$ cat src/hw/apb_pkg.sv
package apb_pkg;
  // register byte offsets
  localparam logic [7:0] A_OUT67 = 8'h00;
  localparam logic [7:0] A_OUT62 = 8'h04;
  localparam logic [7:0] A_OUT6C = 8'h08;
  localparam logic [7:0] A_IN77  = 8'h0c;
  localparam logic [7:0] A_IN62  = 8'h10;
  localparam logic [7:0] A_IN6C  = 8'h14;
  localparam logic [7:0] A_IN60  = 8'h18;
  localparam logic [7:0] A_IN6D  = 8'h1c;
  // bit positions: bit 0.n is 15-n, bit 1.n is 7-n
  localparam int B_OUTB  = 15;
  localparam int B_EBM   = 15;
  localparam int B_INB   = 14;
  localparam int B_EMU   = 13;
  localparam int B_SYN   = 11;
  localparam int B_DLER  = 10;
  localparam int B_SSTOP = 10;
  localparam int B_ASC   = 9;
  localparam int B_RSTDS = 9;
  localparam int B_EBC   = 8;
  localparam int B_IRQ   = 7;
  localparam int B_DS    = 4;
  localparam int B_IS    = 3;
  localparam int B_PRIO  = 2;
  localparam int B_ID    = 1;
  localparam int F_CNT_LSB = 0;
  localparam int F_SYN_LSB = 0;
  localparam int F_FLG_LSB = 8;
  // priority codes, weights 4 2 1
  localparam logic [2:0] PR_POUT = 3'h7;
  localparam logic [2:0] PR_OUT  = 3'h6;
  localparam logic [2:0] PR_ISEL = 3'h5;
  localparam logic [2:0] PR_INB  = 3'h4;
  localparam logic [2:0] PR_DS   = 3'h3;
  localparam logic [2:0] PR_NONE = 3'h0;
  // control characters
  localparam logic [7:0] C_STX   = 8'h02;
  localparam logic [7:0] C_ETX   = 8'h03;
  localparam logic [7:0] C_DLE   = 8'h10;
  localparam logic [7:0] C_SYN_E = 8'h32;
  localparam logic [7:0] C_SYN_A = 8'h16;
  localparam logic [7:0] C_ETB_E = 8'h26;
  localparam logic [7:0] C_ETB_A = 8'h17;
  localparam logic [15:0] OUT67_PRIME = 16'h0000;
  localparam logic [4:0]  CNT_ONE = 5'h01;
  localparam logic [1:0]  SYN_ONE = 2'h1;
  localparam logic [3:0]  PTR_ONE = 4'h1;
  typedef enum logic [2:0] {PH_RST, PH_A, PH_B, PH_C, PH_D} apb_ph_t;
  typedef enum logic [1:0] {SQ_NONE, SQ_OUTB, SQ_INB} apb_seq_t;
endpackage : apb_pkg

$ cat src/hw/apb_top.sv
// Summary of operation
// (RULE_01) all-zero select output arms priority selection
// (RULE_02) select input picks highest pending priority
// (RULE_03) equal priority goes to chain-selected adapter
// (RULE_04) start bit 1.5 marks priority outbound
// (RULE_05) pending interrupt encoded as 3-bit priority
// (RULE_06) phase A: adapter one drives, two compares
// (RULE_07) not-high/not-equal latches hold until reset pulse
// (RULE_08) phase B: adapter two drives, one compares
// (RULE_09) end of phase D decides has-priority
// (RULE_10) sampling repeats; selection only on select
// (RULE_11) select input reports interrupt, type, adapter
// (RULE_12) initial status: bit 0.0 means normal
// (RULE_13) setup output loads mode, monitors, count
// (RULE_14) start output: inbound request, status reset
// (RULE_15) ETB/ETX stops service, raises status interrupt
// (RULE_16) status input bit 0.5 reports service stop
// (RULE_17) DLE then STX clears monitor latches
// (RULE_18) after DLE-STX monitor bits read zero
// (RULE_19) trailing DLE sets remember latch, bit 0.5
// (RULE_20) program restores remember bit on next setup
// (RULE_21) remembered DLE plus leading STX clears monitors
// (RULE_22) consecutive SYN treated as fill
// (RULE_23) SYN count reached ends service, interrupts
// (RULE_24) non-SYN character ends SYN monitoring
// (RULE_25) ascii mode ignores top bit; SYN codes
// (RULE_26) phases A-D in order, latches cleared first
`timescale 1ns/1ps
`default_nettype none
module apb_top (
  input  wire logic        clk_i,
  input  wire logic        rst_i,
  input  wire logic        cyc_i,
  input  wire logic        stb_i,
  input  wire logic        we_i,
  input  wire logic [7:0]  adr_i,
  input  wire logic [3:0]  sel_i,
  input  wire logic [31:0] dat_i,
  output logic             ack_o,
  output logic      [31:0] dat_o,
  input  wire logic        peer_present_i,
  input  wire logic        adapter_two_i,
  input  wire logic        sel_prev_i,
  input  wire logic [2:0]  prio_bus_i,
  output logic      [2:0]  prio_bus_o,
  output logic             prio_bus_oe_o,
  output logic             sel_next_o,
  output logic             selected_o,
  output logic             irq_req_o,
  input  wire logic        init_sel_i,
  input  wire logic [6:0]  init_flags_i,
  input  wire logic        out_done_i,
  input  wire logic        chan_valid_i,
  input  wire logic [7:0]  chan_data_i,
  output logic             chan_req_o
);
  logic             ack_q;
  logic [31:0]      dat_q;
  logic             ebm_q, emu_q, syn_mon_q, dle_rem_q;
  logic             asc_q, ebc_q, dle_q, first_q;
  logic [4:0]       lim_q, bcnt_q;
  logic [1:0]       syn_lim_q, syn_cnt_q;
  logic [3:0]       rptr_q;
  apb_pkg::apb_seq_t seq_q;
  logic             pout_q, init_q, ds_q, isel_q, stop_q;
  logic             prime_q, nh_q, ne_q, has_q, sel_q, nxt_q;
  logic             two_q, oe_q, pend_q;
  logic [2:0]       bus_q;
  apb_pkg::apb_ph_t ph_q, ph_d;
  logic [15:0]      mem_rd;
  logic             c_stx, c_etx, c_etb, c_dle, c_syn;

  // priority of the pending interrupt
  function automatic logic [2:0] prio_code(
    input logic ds, input logic isel,
    input apb_pkg::apb_seq_t sq, input logic po);
    logic [2:0] c;
    c = apb_pkg::PR_NONE;
    if (ds && sq == apb_pkg::SQ_OUTB && po) begin
      c = apb_pkg::PR_POUT;
    end else if (ds && sq == apb_pkg::SQ_OUTB) begin
      c = apb_pkg::PR_OUT;
    end else if (isel) begin
      c = apb_pkg::PR_ISEL;
    end else if (ds && sq == apb_pkg::SQ_INB) begin
      c = apb_pkg::PR_INB;
    end else if (ds) begin
      c = apb_pkg::PR_DS;
    end
    return c;
  endfunction : prio_code

  // bus decode: writes commit at the acknowledged edge
  wire logic req   = cyc_i & stb_i;
  wire logic wr_ok = req & we_i & ack_q & (&sel_i[1:0]);
  wire logic rd_go = req & ~we_i & ~ack_q;
  wire logic w67 = wr_ok & (adr_i == apb_pkg::A_OUT67);
  wire logic w62 = wr_ok & (adr_i == apb_pkg::A_OUT62);
  wire logic w6c = wr_ok & (adr_i == apb_pkg::A_OUT6C);
  wire logic r77 = rd_go & (adr_i == apb_pkg::A_IN77);
  wire logic r60 = rd_go & (adr_i == apb_pkg::A_IN60);
  wire logic r6d = rd_go & (adr_i == apb_pkg::A_IN6D);
  wire logic prime_hit = w67 && dat_i[15:0] == apb_pkg::OUT67_PRIME;
  wire logic st_out = w62 & dat_i[apb_pkg::B_OUTB];
  wire logic st_in  = w62 & dat_i[apb_pkg::B_INB]; // [RULE_14]
  wire logic ds_clr = w62 & dat_i[apb_pkg::B_RSTDS]; // [RULE_14]

  // inbound byte scanning
  wire logic take = chan_valid_i & init_q;
  wire logic last = bcnt_q == lim_q - apb_pkg::CNT_ONE;
  wire logic scan = take & ebm_q & emu_q;
  wire logic mon  = ebc_q | asc_q;
  wire logic lead = dle_q | (first_q & dle_rem_q); // [RULE_21]
  wire logic stx_hit = scan & mon & c_stx & lead; // [RULE_17]
  wire logic etx_hit = scan & mon & (c_etb | c_etx) & ~stx_hit;
  wire logic syn_go  = scan & syn_mon_q & c_syn; // [RULE_22]
  wire logic syn_end = syn_go && syn_cnt_q + apb_pkg::SYN_ONE == syn_lim_q;
  wire logic syn_brk = scan & syn_mon_q & ~c_syn; // [RULE_24]
  wire logic cnt_end = take & last;
  wire logic stop_ev = etx_hit | syn_end | cnt_end; // [RULE_15] [RULE_23]
  wire logic ob_end  = out_done_i & (seq_q == apb_pkg::SQ_OUTB);
  wire logic ds_set  = stop_ev | ob_end;
  wire logic pend    = ds_q | isel_q;

  // priority comparison wires
  wire logic [2:0] own = prio_code(ds_q, isel_q, seq_q, pout_q); // [RULE_05]
  wire logic cmp = (ph_q == apb_pkg::PH_A && two_q) // [RULE_06]
                 | (ph_q == apb_pkg::PH_B && !two_q); // [RULE_08]
  wire logic wins = pend & (~peer_present_i | (~nh_q & (ne_q | sel_prev_i))); // [RULE_03]
  wire logic wins_l = has_q | ~peer_present_i;
  wire logic sel_new = prime_q ? wins_l : sel_q;
  wire logic drv = (ph_d == apb_pkg::PH_A && !two_q) || (ph_d == apb_pkg::PH_B && two_q);

  apb_char_dec u_dec (
    .byte_i  (chan_data_i),
    .ascii_i (asc_q),
    .stx_o   (c_stx),
    .etx_o   (c_etx),
    .etb_o   (c_etb),
    .dle_o   (c_dle),
    .syn_o   (c_syn)
  );

  apb_buf_mem u_mem (
    .clk_i   (clk_i),
    .we_i    (take & ebm_q),
    .be_i    ({~bcnt_q[0], bcnt_q[0]}),
    .waddr_i (bcnt_q[4:1]),
    .wdata_i (chan_data_i),
    .raddr_i (rptr_q),
    .rdata_o (mem_rd)
  );

  // read data mux
  logic [15:0] rd_d;
  always_comb begin
    rd_d = 16'h0000;
    unique case (adr_i)
      apb_pkg::A_IN77: begin
        rd_d[apb_pkg::B_IRQ] = pend; // [RULE_11]
        rd_d[apb_pkg::B_DS] = ds_q;
        rd_d[apb_pkg::B_IS] = isel_q; // [RULE_11]
        rd_d[apb_pkg::B_ID] = sel_new ? two_q : ~two_q; // [RULE_11]
      end
      apb_pkg::A_IN62: begin
        rd_d[apb_pkg::B_OUTB]  = seq_q == apb_pkg::SQ_OUTB;
        rd_d[apb_pkg::B_INB]   = seq_q == apb_pkg::SQ_INB;
        rd_d[apb_pkg::B_SSTOP] = stop_q; // [RULE_16]
      end
      apb_pkg::A_IN6C: begin
        rd_d[apb_pkg::B_EBM]  = ebm_q;
        rd_d[apb_pkg::B_EMU]  = emu_q;
        rd_d[apb_pkg::B_SYN]  = syn_mon_q;
        rd_d[apb_pkg::B_DLER] = dle_rem_q; // [RULE_19]
        rd_d[apb_pkg::B_ASC]  = asc_q; // [RULE_18]
        rd_d[apb_pkg::B_EBC]  = ebc_q; // [RULE_18]
        rd_d[apb_pkg::F_CNT_LSB +: 5] = bcnt_q;
      end
      apb_pkg::A_IN60: begin
        rd_d[apb_pkg::B_OUTB] = isel_q; // [RULE_12]
        rd_d[apb_pkg::F_FLG_LSB +: 7] = init_flags_i; // [RULE_12]
      end
      apb_pkg::A_IN6D: rd_d = mem_rd;
      default: rd_d = 16'h0000;
    endcase
  end

  // wishbone answer: ack one cycle after request
  always_ff @(posedge clk_i) begin
    if (rst_i) begin
      ack_q <= 1'b0;
      dat_q <= 32'h0000_0000;
    end else begin
      ack_q <= req & ~ack_q;
      if (rd_go) begin
        dat_q <= {16'h0000, rd_d};
      end
    end
  end

  // setup and monitor latches
  always_ff @(posedge clk_i) begin
    if (rst_i) begin
      ebm_q <= 1'b0;
      emu_q <= 1'b0;
      syn_mon_q <= 1'b0;
      dle_rem_q <= 1'b0;
      asc_q <= 1'b0;
      ebc_q <= 1'b0;
      dle_q <= 1'b0;
      lim_q <= 5'h00;
    end else if (w6c) begin
      ebm_q <= dat_i[apb_pkg::B_EBM]; // [RULE_13]
      emu_q <= dat_i[apb_pkg::B_EMU];
      syn_mon_q <= dat_i[apb_pkg::B_SYN]; // [RULE_13]
      dle_rem_q <= dat_i[apb_pkg::B_DLER]; // [RULE_20]
      asc_q <= dat_i[apb_pkg::B_ASC];
      ebc_q <= dat_i[apb_pkg::B_EBC]; // [RULE_13]
      dle_q <= 1'b0;
      lim_q <= dat_i[apb_pkg::F_CNT_LSB +: 5]; // [RULE_13]
    end else begin
      if (stx_hit) begin
        ebc_q <= 1'b0; // [RULE_17] [RULE_21]
        asc_q <= 1'b0;
        dle_q <= 1'b0;
      end else if (scan && mon) begin
        dle_q <= c_dle;
      end
      if (syn_brk) begin
        syn_mon_q <= 1'b0; // [RULE_24]
      end
      if (cnt_end && scan && mon && c_dle) begin
        dle_rem_q <= 1'b1; // [RULE_19]
      end
    end
  end

  // byte and read counters, reset by setup output
  always_ff @(posedge clk_i) begin
    if (rst_i || w6c) begin
      bcnt_q <= 5'h00; // [RULE_13]
      rptr_q <= 4'h0;
    end else begin
      if (take) begin
        bcnt_q <= bcnt_q + apb_pkg::CNT_ONE;
      end
      if (r6d) begin
        rptr_q <= rptr_q + apb_pkg::PTR_ONE;
      end
    end
  end

  // SYN fill counting
  always_ff @(posedge clk_i) begin
    if (rst_i) begin
      syn_cnt_q <= 2'h0;
      syn_lim_q <= 2'h0;
    end else if (w62) begin
      syn_cnt_q <= 2'h0;
      syn_lim_q <= dat_i[apb_pkg::F_SYN_LSB +: 2];
    end else if (syn_brk) begin
      syn_cnt_q <= 2'h0;
    end else if (syn_go) begin
      syn_cnt_q <= syn_cnt_q + apb_pkg::SYN_ONE; // [RULE_22]
    end
  end

  // sequence state and interrupt sources
  always_ff @(posedge clk_i) begin
    if (rst_i) begin
      seq_q <= apb_pkg::SQ_NONE;
      pout_q <= 1'b0;
      init_q <= 1'b0;
      ds_q <= 1'b0;
      isel_q <= 1'b0;
      stop_q <= 1'b0;
      first_q <= 1'b0;
    end else begin
      if (st_out) begin
        seq_q <= apb_pkg::SQ_OUTB;
        pout_q <= dat_i[apb_pkg::B_PRIO]; // [RULE_04]
      end else if (st_in) begin
        seq_q <= apb_pkg::SQ_INB;
        pout_q <= 1'b0;
      end
      if (stop_ev) begin
        init_q <= 1'b0; // [RULE_15] [RULE_23]
      end else if (st_in) begin
        init_q <= 1'b1;
      end
      ds_q <= ds_set | (ds_q & ~ds_clr); // [RULE_15]
      isel_q <= init_sel_i | (isel_q & ~r60);
      stop_q <= etx_hit | (stop_q & ~(st_in | st_out)); // [RULE_15]
      first_q <= st_in | (first_q & ~take);
    end
  end

  // sample phases in fixed order
  always_comb begin
    unique case (ph_q)
      apb_pkg::PH_RST: ph_d = apb_pkg::PH_A; // [RULE_26]
      apb_pkg::PH_A:   ph_d = apb_pkg::PH_B;
      apb_pkg::PH_B:   ph_d = apb_pkg::PH_C;
      apb_pkg::PH_C:   ph_d = apb_pkg::PH_D;
      apb_pkg::PH_D:   ph_d = apb_pkg::PH_RST; // [RULE_10]
      default:         ph_d = apb_pkg::PH_RST;
    endcase
  end

  // priority compare, decision and selection
  always_ff @(posedge clk_i) begin
    if (rst_i) begin
      ph_q <= apb_pkg::PH_RST;
      two_q <= 1'b0;
      nh_q <= 1'b0;
      ne_q <= 1'b0;
      has_q <= 1'b0;
      nxt_q <= 1'b0;
      prime_q <= 1'b0;
      sel_q <= 1'b0;
      oe_q <= 1'b0;
      bus_q <= 3'h0;
    end else begin
      ph_q <= ph_d;
      two_q <= adapter_two_i;
      oe_q <= drv; // [RULE_06] [RULE_08]
      bus_q <= drv ? own : 3'h0;
      if (ph_q == apb_pkg::PH_RST) begin
        nh_q <= 1'b0; // [RULE_07] [RULE_26]
        ne_q <= 1'b0;
      end else if (cmp) begin
        nh_q <= nh_q | (prio_bus_i > own); // [RULE_07]
        ne_q <= ne_q | (prio_bus_i != own);
      end
      if (ph_q == apb_pkg::PH_D) begin
        has_q <= wins; // [RULE_09]
        nxt_q <= sel_prev_i & ~wins;
      end
      if (prime_hit) begin
        prime_q <= 1'b1; // [RULE_01]
      end else if (r77) begin
        prime_q <= 1'b0;
      end
      if (r77 && prime_q) begin
        sel_q <= wins_l; // [RULE_02] [RULE_10]
      end
    end
  end

  // registered outputs
  assign ack_o = ack_q;
  assign dat_o = dat_q;
  assign prio_bus_o = bus_q;
  assign prio_bus_oe_o = oe_q;
  assign sel_next_o = nxt_q;
  assign selected_o = sel_q;
  assign irq_req_o = pend_q;
  assign chan_req_o = init_q;
  always_ff @(posedge clk_i) begin
    if (rst_i) begin
      pend_q <= 1'b0;
    end else begin
      pend_q <= pend;
    end
  end
endmodule : apb_top
`default_nettype wire

$ cat src/hw/apb_char_dec.sv
`timescale 1ns/1ps
`default_nettype none
// classifies one channel byte as a control character
module apb_char_dec (
  input  wire logic [7:0] byte_i,
  input  wire logic       ascii_i,
  output logic            stx_o,
  output logic            etx_o,
  output logic            etb_o,
  output logic            dle_o,
  output logic            syn_o
);
  // ascii mode masks channel bit 0, the top bit
  wire logic [7:0] msk = ascii_i ? 8'h7f : 8'hff; // [RULE_25]
  wire logic [7:0] b   = byte_i & msk;
  wire logic [7:0] syn = ascii_i ? apb_pkg::C_SYN_A : apb_pkg::C_SYN_E;
  wire logic [7:0] etb = ascii_i ? apb_pkg::C_ETB_A : apb_pkg::C_ETB_E;
  // matches
  assign stx_o = b == apb_pkg::C_STX;
  assign etx_o = b == apb_pkg::C_ETX;
  assign etb_o = b == etb;
  assign dle_o = b == apb_pkg::C_DLE;
  assign syn_o = b == syn; // [RULE_25]
endmodule : apb_char_dec
`default_nettype wire

$ cat src/hw/apb_buf_mem.sv
`timescale 1ns/1ps
`default_nettype none
// 16 x 16 local store, byte writes, registered read
module apb_buf_mem (
  input  wire logic        clk_i,
  input  wire logic        we_i,
  input  wire logic [1:0]  be_i,
  input  wire logic [3:0]  waddr_i,
  input  wire logic [7:0]  wdata_i,
  input  wire logic [3:0]  raddr_i,
  output logic      [15:0] rdata_o
);
  logic [15:0] mem_q [16];
  // byte lane 1 is the high byte (byte 0 of the pair)
  always_ff @(posedge clk_i) begin
    if (we_i && be_i[1]) begin
      mem_q[waddr_i][15:8] <= wdata_i;
    end
    if (we_i && be_i[0]) begin
      mem_q[waddr_i][7:0] <= wdata_i;
    end
    rdata_o <= mem_q[raddr_i];
  end
endmodule : apb_buf_mem
`default_nettype wire

$ cat config.mk
export PLATFORM = sky130hd
export DESIGN_NAME = apb_top
export DESIGN_NICKNAME = d
export VERILOG_FILES = /design/src/hw/apb_pkg.sv /design/src/hw/apb_top.sv /design/src/hw/apb_char_dec.sv /design/src/hw/apb_buf_mem.sv
export SDC_FILE = /design/constraint.sdc
export NUM_CORES = 1
export LEC_CHECK = 0
export ABC_AREA = 1
export BUFFER_PORTS_ARGS = -buffer_cell sky130_fd_sc_hd__buf_4
export CORE_ASPECT_RATIO = 0.5
export CORE_MARGIN = 5
export CORE_UTILIZATION = 45
export CTS_CLUSTER_DIAMETER = 200
export DETAILED_ROUTE_END_ITERATION = 12
export GPL_TIMING_DRIVEN = 0
export PLACE_DENSITY_LB_ADDON = 0.2
export SETUP_SLACK_MARGIN = 0.2
export SYNTH_ARGS = -nofsm -noshare
export SYNTH_HDL_FRONTEND = slang
export SYNTH_SLANG_ARGS = --single-unit
$ cat constraint.sdc
create_clock -name clk_i -period 2.4 [get_ports clk_i]
set_clock_uncertainty 0.1 [all_clocks]
set_input_delay 0.24 -clock clk_i [delete_from_list [all_inputs] [get_ports clk_i]]
set_output_delay 0.24 -clock clk_i [all_outputs]
set_load 0.005 [all_outputs]
== Word level (Yosys, flattened, before mapping) ==
Memories as Yosys holds them, arrays and structs flattened. A register that Yosys moved wholly into a read port is not among the register bits.
Index checks and enable logic that the tools add are counted.

* Bits of input ports: 73
* RAM bits: 256
* Register bits: 65
* Output and inout bits: 41
* Logic and storage cells: 207
* Memories kept: 1

{| class="wikitable"
|+ Memory list
! memory !! words !! width !! read ports !! clocked after memory_dff !! write ports !! line !! source
|-
| u_mem.mem_q || 16 || 16 || 1 || 1 || 1 || apb_buf_mem.sv:13 || <nowiki>logic [15:0] mem_q [16];</nowiki>
|}

* Add/subtract/negate cells: 4
* Equal/unequal tests: 23
* Muxes and demuxes: 41
* Order comparisons: 1
* Bitwise logic cells: 70
* Reductions and logical operators: 34

{| class="wikitable"
|+ Operator list
! operator !! count
|-
| $eq A8 B5 Y1 const B || 5
|-
| $and A1 B1 Y1 || 37
|-
| $mux W1 || 19
|-
| $or A1 B1 Y1 || 18
|-
| $eq A8 B2 Y1 const B || 2
|-
| $eq A8 B4 Y1 const B || 2
|-
| $eq A8 B8 Y1 || 2
|-
| $logic_and A1 B1 Y1 || 16
|-
| $logic_not A16 Y1 || 1
|-
| $not A1 Y1 || 14
|-
| $mux W3 || 4
|-
| $mux W6 || 2
|-
| $pmux W1 S3 || 4
|-
| $pmux W2 S3 || 2
|-
| $pmux W3 S4 || 1
|-
| $reduce_bool A2 Y1 || 5
|-
| $eq A3 B2 Y1 const B || 3
|-
| $and A8 B8 Y8 || 1
|-
| $eq A8 B3 Y1 const B || 1
|-
| $logic_not A8 Y1 || 1
|-
| $mux W8 || 1
|-
| $pmux W1 S2 || 4
|-
| $pmux W1 S4 || 2
|-
| $reduce_or A2 Y1 || 4
|-
| 18 further kinds || 22
|}

== Depth between registers and ports, before layout ==
* Word-level depth: 12
* Mapped depth: 11
* Mapped depth without buffers: 11

== Hierarchy ==
A second synthesis with hierarchy kept.

* Cells, all modules: 1,656
* Area, all modules: 15,158.3 um2

{| class="wikitable"
|+ Modules (own cells, without submodules)
! module !! instances !! sequential area each (um2) !! cells an instance !! area an instance (um2)
|-
| apb_buf_mem || 1 || 8,007.7 || 1,113 || 11,524.8
|-
| apb_top || 1 || 1,301.2 || 510 || 3,489.6
|-
| apb_char_dec || 1 || 0.0 || 33 || 143.9
|}

== Worst setup path after synthesis ==
Ideal clock, no wire load.

* Path type: reg-to-reg
* From: register init_q (netlist: chan_req_o)
* To: memory u_mem.mem_q[15][10] (enable)
* Path buffers: 1
* Setup time: 0.370 ns
* Path slack: 0.551 ns
* Stages on the path, launching flop included: 6
* Data required time: 1.930 ns
* Arrival: 1.379 ns
* Period minus slack after synthesis: 1.849 ns
* Path through: dfxtp_1 > nand2_1 > inv_1 > nand3_1 > clkbuf_1 > nor2_1

* Cells in the longest elaborated chain, start to end: 5

{| class="wikitable"
|+ RTL lines
! item !! line !! source
|-
| start: declaration || apb_top.sv:65 || <nowiki>logic pout_q, init_q, ds_q, isel_q, stop_q;</nowiki>
|-
| start signal: assignment || apb_top.sv:273 || <nowiki>init_q <= 1'b0;</nowiki>
|-
| start signal: assignment || apb_top.sv:287 || <nowiki>init_q <= 1'b0;</nowiki>
|-
| start signal: assignment || apb_top.sv:289 || <nowiki>init_q <= 1'b1;</nowiki>
|-
| $and A1 B1 Y1 || apb_top.sv:109 || <nowiki>wire logic take = chan_valid_i & init_q;</nowiki>
|-
| $and A1 B1 Y1 || apb_top.sv:146 || <nowiki>.we_i (take & ebm_q),</nowiki>
|-
| $logic_and A1 B1 Y1 || apb_buf_mem.sv:16 || <nowiki>if (we_i && be_i[1]) begin</nowiki>
|-
| $mux W1 || apb_buf_mem.sv:16 ||
|-
| $mux W1 (not written as such) || apb_buf_mem.sv:17 || <nowiki>mem_q[waddr_i][15:8] <= wdata_i;</nowiki>
|-
| end: declaration || apb_buf_mem.sv:13 ||
|}

Every way passes these cells.

== Worst setup path after layout ==
* From: register bcnt_q[2]
* To: memory u_mem.mem_q[2][13] (enable)

{| class="wikitable"
|+ RTL lines
! item !! line !! source
|-
| start: declaration || apb_top.sv:61 || <nowiki>logic [4:0] lim_q, bcnt_q;</nowiki>
|-
| start signal: assignment || apb_top.sv:245 || <nowiki>bcnt_q <= bcnt_q + apb_pkg::CNT_ONE;</nowiki>
|}

Straight into the memory's write port.

==> flow_metrics.tcl <==
set metrics [dict create \
    synth_area_um2 14000 \
    detailroute.via_count 10800 \
    grt_usage 0.237 \
    hold_viol 0 \
    gp_congestion 0.951 \
    setup_ws_ns 0.207 \
    drv_cap 0 \
    first_pass_iters 5 \
    crit_required_ns 2.50 \
    wl_per_cell_um 21.6 \
    crit_top_cell "nor2_2" \
    finalMaxSlewViolations 0 \
    die_h_um 135 \
    yosysTopAreaCell "edfxtp_1" \
    setup_viol 0 \
    grt_pass1_wl_mm 62.7 \
    cts.clk_slew.worst_paths_ns 0.07 \
    placedCellCount 1866 \
    synth_top_flop_cell "edfxtp_1" \
    worst_hold_path.endpoint "dat_o[13]$_SDFFE_PP0P_" \
    hold_path_depth 5 \
    clock-sinks 337 \
    startpoint "bcnt_q[2]$_SDFFE_PP0N_" \
    p_total_mw 11.2 \
    pre_cts_slack_ns -0.225 \
    crit_type "flop to flop" \
    dr.max_layer_used "met4" \
    rsz0062_at_grt "true" \
    max_stage_delay_ns 0.51 \
    wl_met3_mm 4.88 \
    end_kind "flop" \
    grt_overflow 0 \
    grt_max_degree 39 \
    ir_drop_mv 0.508 \
    core_area_um2 30500 \
    start_util 0.459 \
    outcome "completed" \
    htreeDepth 1 \
    syn_avg_cell_area_um2 10.4 \
    tightest_slew_ns 0.729 \
    wl_met1_mm 17.9 \
    hold_class "input pin to flop" \
    crit_slowest_cell "nor2_2" \
    path_cells "inv_1 -> nor2_2 -> nand2_1 -> nor2_2" \
    ctsLongestPathBuffers 3 \
    reg2reg_depth 4 \
    dieArea_um2 35000 \
    grt_pass1_vias 10400 \
    root_buffer "clkbuf_16" \
    ys_types 35 \
    yosysWarnings 0 \
    drtIter0Drc 1281 \
    powerDensity_nw_per_um2 671 \
    numCtsBuffers 30 \
    r2r-end "u_mem.mem_q[2][13]$_DFFE_PP_" \
    postSynth.asyncResetShare 0 \
    synth_top_cell_area_share 0.548 \
    place_area_um2 15200 \
    drcViolationCount 0 \
    crit_arrival_ns 2.29 \
    synth_seq_area_share 0.664 \
    synth_edf_count 256 \
    post-route-min-period_ns 2.19 \
    areaGrowthSynthToFinish_pct 19.3 \
    drive_above_1_share 0.156 \
    finish.instance_area_um2 16700 \
    startpoint_type "flop" \
    post_drt_via_cell_ratio 5.55 \
    whs_ns 0.0120 \
    io_pins 114 \
    worstHoldStart "init_flags_i[5]" \
    worstPathMaxFanout 8 \
    core.rowCount 45 \
    syn_inst 1350 \
    fin_crit_sh 0.914 \
    postRouteAntennaNets 0 \
    drt-total-wl_mm 42.3 \
    wl_met2_mm 18.6 \
    cp_num_buf_inv 1 \
    synth_seq_cells 337 \
    cts_tree "built" \
    fmax_mhz 456 \
    port_buffers 78 \
    rrSetupSlack_ns 0.21 \
    final_cells 1954 \
    relSlewSlack 0.514 \
    worstReg2RegStart "bcnt_q[2]$_SDFFE_PP0N_" \
    dp_hpwl_mm 28.4 \
    yosys-top-cells-area "edfxtp_1 55%, dfxtp_1 12%, nor2_1 7.6%" \
    crit_family "simple AND/OR/NAND/NOR gates" \
    clk_latency_ns 0.58 \
    power.static_leakage_nw 5.85 \
    antenna_found_initial 0 \
    fin_nets 1587 \
    die_w_um 260 \
]
-- cells in the final DEF (no fill, tap or decap), types with 3 or more instances in the layout --
master         synthesis  routed
edfxtp_1             256     256
nor2_1               284     248
nand2_1              193     192
o21ai_0              118     118
buf_4                 21     102
dfxtp_1               81      78
nand3_1               66      65
o211ai_1              64      64
inv_1                 61      61
o21ai_1               48      48
a21oi_1               45      45
clkbuf_1              34      33
clkbuf_16              0      31
dlygate4sd3_1          0      28
nor2_4                 0      24
nor2_2                 6      18
buf_2                 15      16
conb_1                 1      16
clkbuf_2               0       8
buf_6                  7       7
inv_2                  6       6
ha_1                   6       6
nand4_1                5       5
nor3_1                 5       5
nor4_1                 5       5
clkbuf_4               0       5
clkinv_1               1       5
nand2_2                2       3
a211oi_1               3       3
dfxtp_2                0       3
clkinv_2               0       3
clkbuf_8               0       3
buf_12                 0       3
-- state kept, by name, summed over array words and instances, names as in the netlist, 2 cells and up --
| name | count |
|---|---|
| ph_q | 3 |
| bcnt_q | 5 |
| rptr_q | 4 |
| seq_q | 2 |
| syn_cnt_q | 2 |
| prio_bus_o | 3 |
| u_mem.mem_q | 256 |
| dat_o | 16 |
| u_mem.rdata_o | 16 |
| lim_q | 5 |
| syn_lim_q | 2 |
-- through the flow --
stage | TNS (ns) | util
after floorplan | 0 | -
after global placement | -18.71 | 0.498
after detailed placement | -22.91 | 0.498
after CTS | 0 | 0.544
after global routing | 0 | 0.548
final | 0 | 0.548
-- area by class of cell --
class / instances / area [um^2]
antenna: 1 / 2.50
buffer: 82 / 488
clock buffer: 45 / 862
clock inverter: 9 / 53.8
fill: 2640 / 13800
inverter: 68 / 255
multi-input combinational: 878 / 4280
sequential: 337 / 9310
tap: 423 / 529
timing repair buffer: 111 / 941
-- how the worst max path moves through the flow --
stage | depth (start not counted) | to
detailed placement | 5 | u_mem.mem_q[15][13]$_DFFE_PP_
floorplan | 5 | u_mem.mem_q[15][10]$_DFFE_PP_
global placement | 5 | u_mem.mem_q[3][12]$_DFFE_PP_
global route | 4 | u_mem.mem_q[2][10]$_DFFE_PP_
CTS | 4 | u_mem.mem_q[12][3]$_DFFE_PP_
finish | 4 | u_mem.mem_q[2][13]$_DFFE_PP_
-- per-layer routing --
| layer | global-route usage | vias up |
|---|---|---|
| li1 | - | 4958 |
| met1 | 0.330 | 5278 |
| met2 | 0.370 | 526 |
| met3 | 0.0680 | 73 |
| met4 | 0.0595 | 0 |
| met5 | 0 | - |
-- worst reg2reg max path, delay by kind of cell, from the launching register on --
family        cells  cell delay (ns)
buf+inv           1             0.17
flops             1             0.48
simple gates      3             1.08
-- timing repair --
item | in CTS | in global routing
hold buffers | 28 | 0
buffers inserted | 0 | 5
cloned | 0 | 0
pin swaps | 1 | 8
gates resized for setup | 64 | 27
setup endpoints to repair | 267 | 262
hold endpoints to repair | 28 | 0
-- report_power, final --
group / switching [mW] / internal [mW]
combinational: 0.208 / 0.135
sequential: 0.00943 / 6.27
clock: 2.11 / 2.48
total: 2.33 / 8.88
-- synth_stat cells (3+ instances only) --
library cell	count
a211oi_1	3
a21oi_1	45
buf_1	5
buf_2	15
buf_4	21
buf_6	7
clkbuf_1	34
dfxtp_1	81
edfxtp_1	256
ha_1	6
inv_1	61
inv_2	6
nand2_1	193
nand3_1	66
nand4_1	5
nor2_1	284
nor2_2	6
nor3_1	5
nor4_1	5
o211ai_1	64
o21ai_0	118
o21ai_1	48
-- logic make-up after synthesis --
| family | after synthesis | share of synthesized area |
|---|---|---|
| other | 1 | 0.000268 |
| AOI/OAI and AO/OA | 281 | 0.113 |
| xor gates and xnor gates | 3 | 0.00188 |
| and+or+nand+nor | 572 | 0.165 |
| buffers and inverters | 150 | 0.0509 |
| adders and majority gates | 6 | 0.00536 |
| DFF | 337 | 0.664 |
Note: power is estimated with default switching activity, not from simulation.
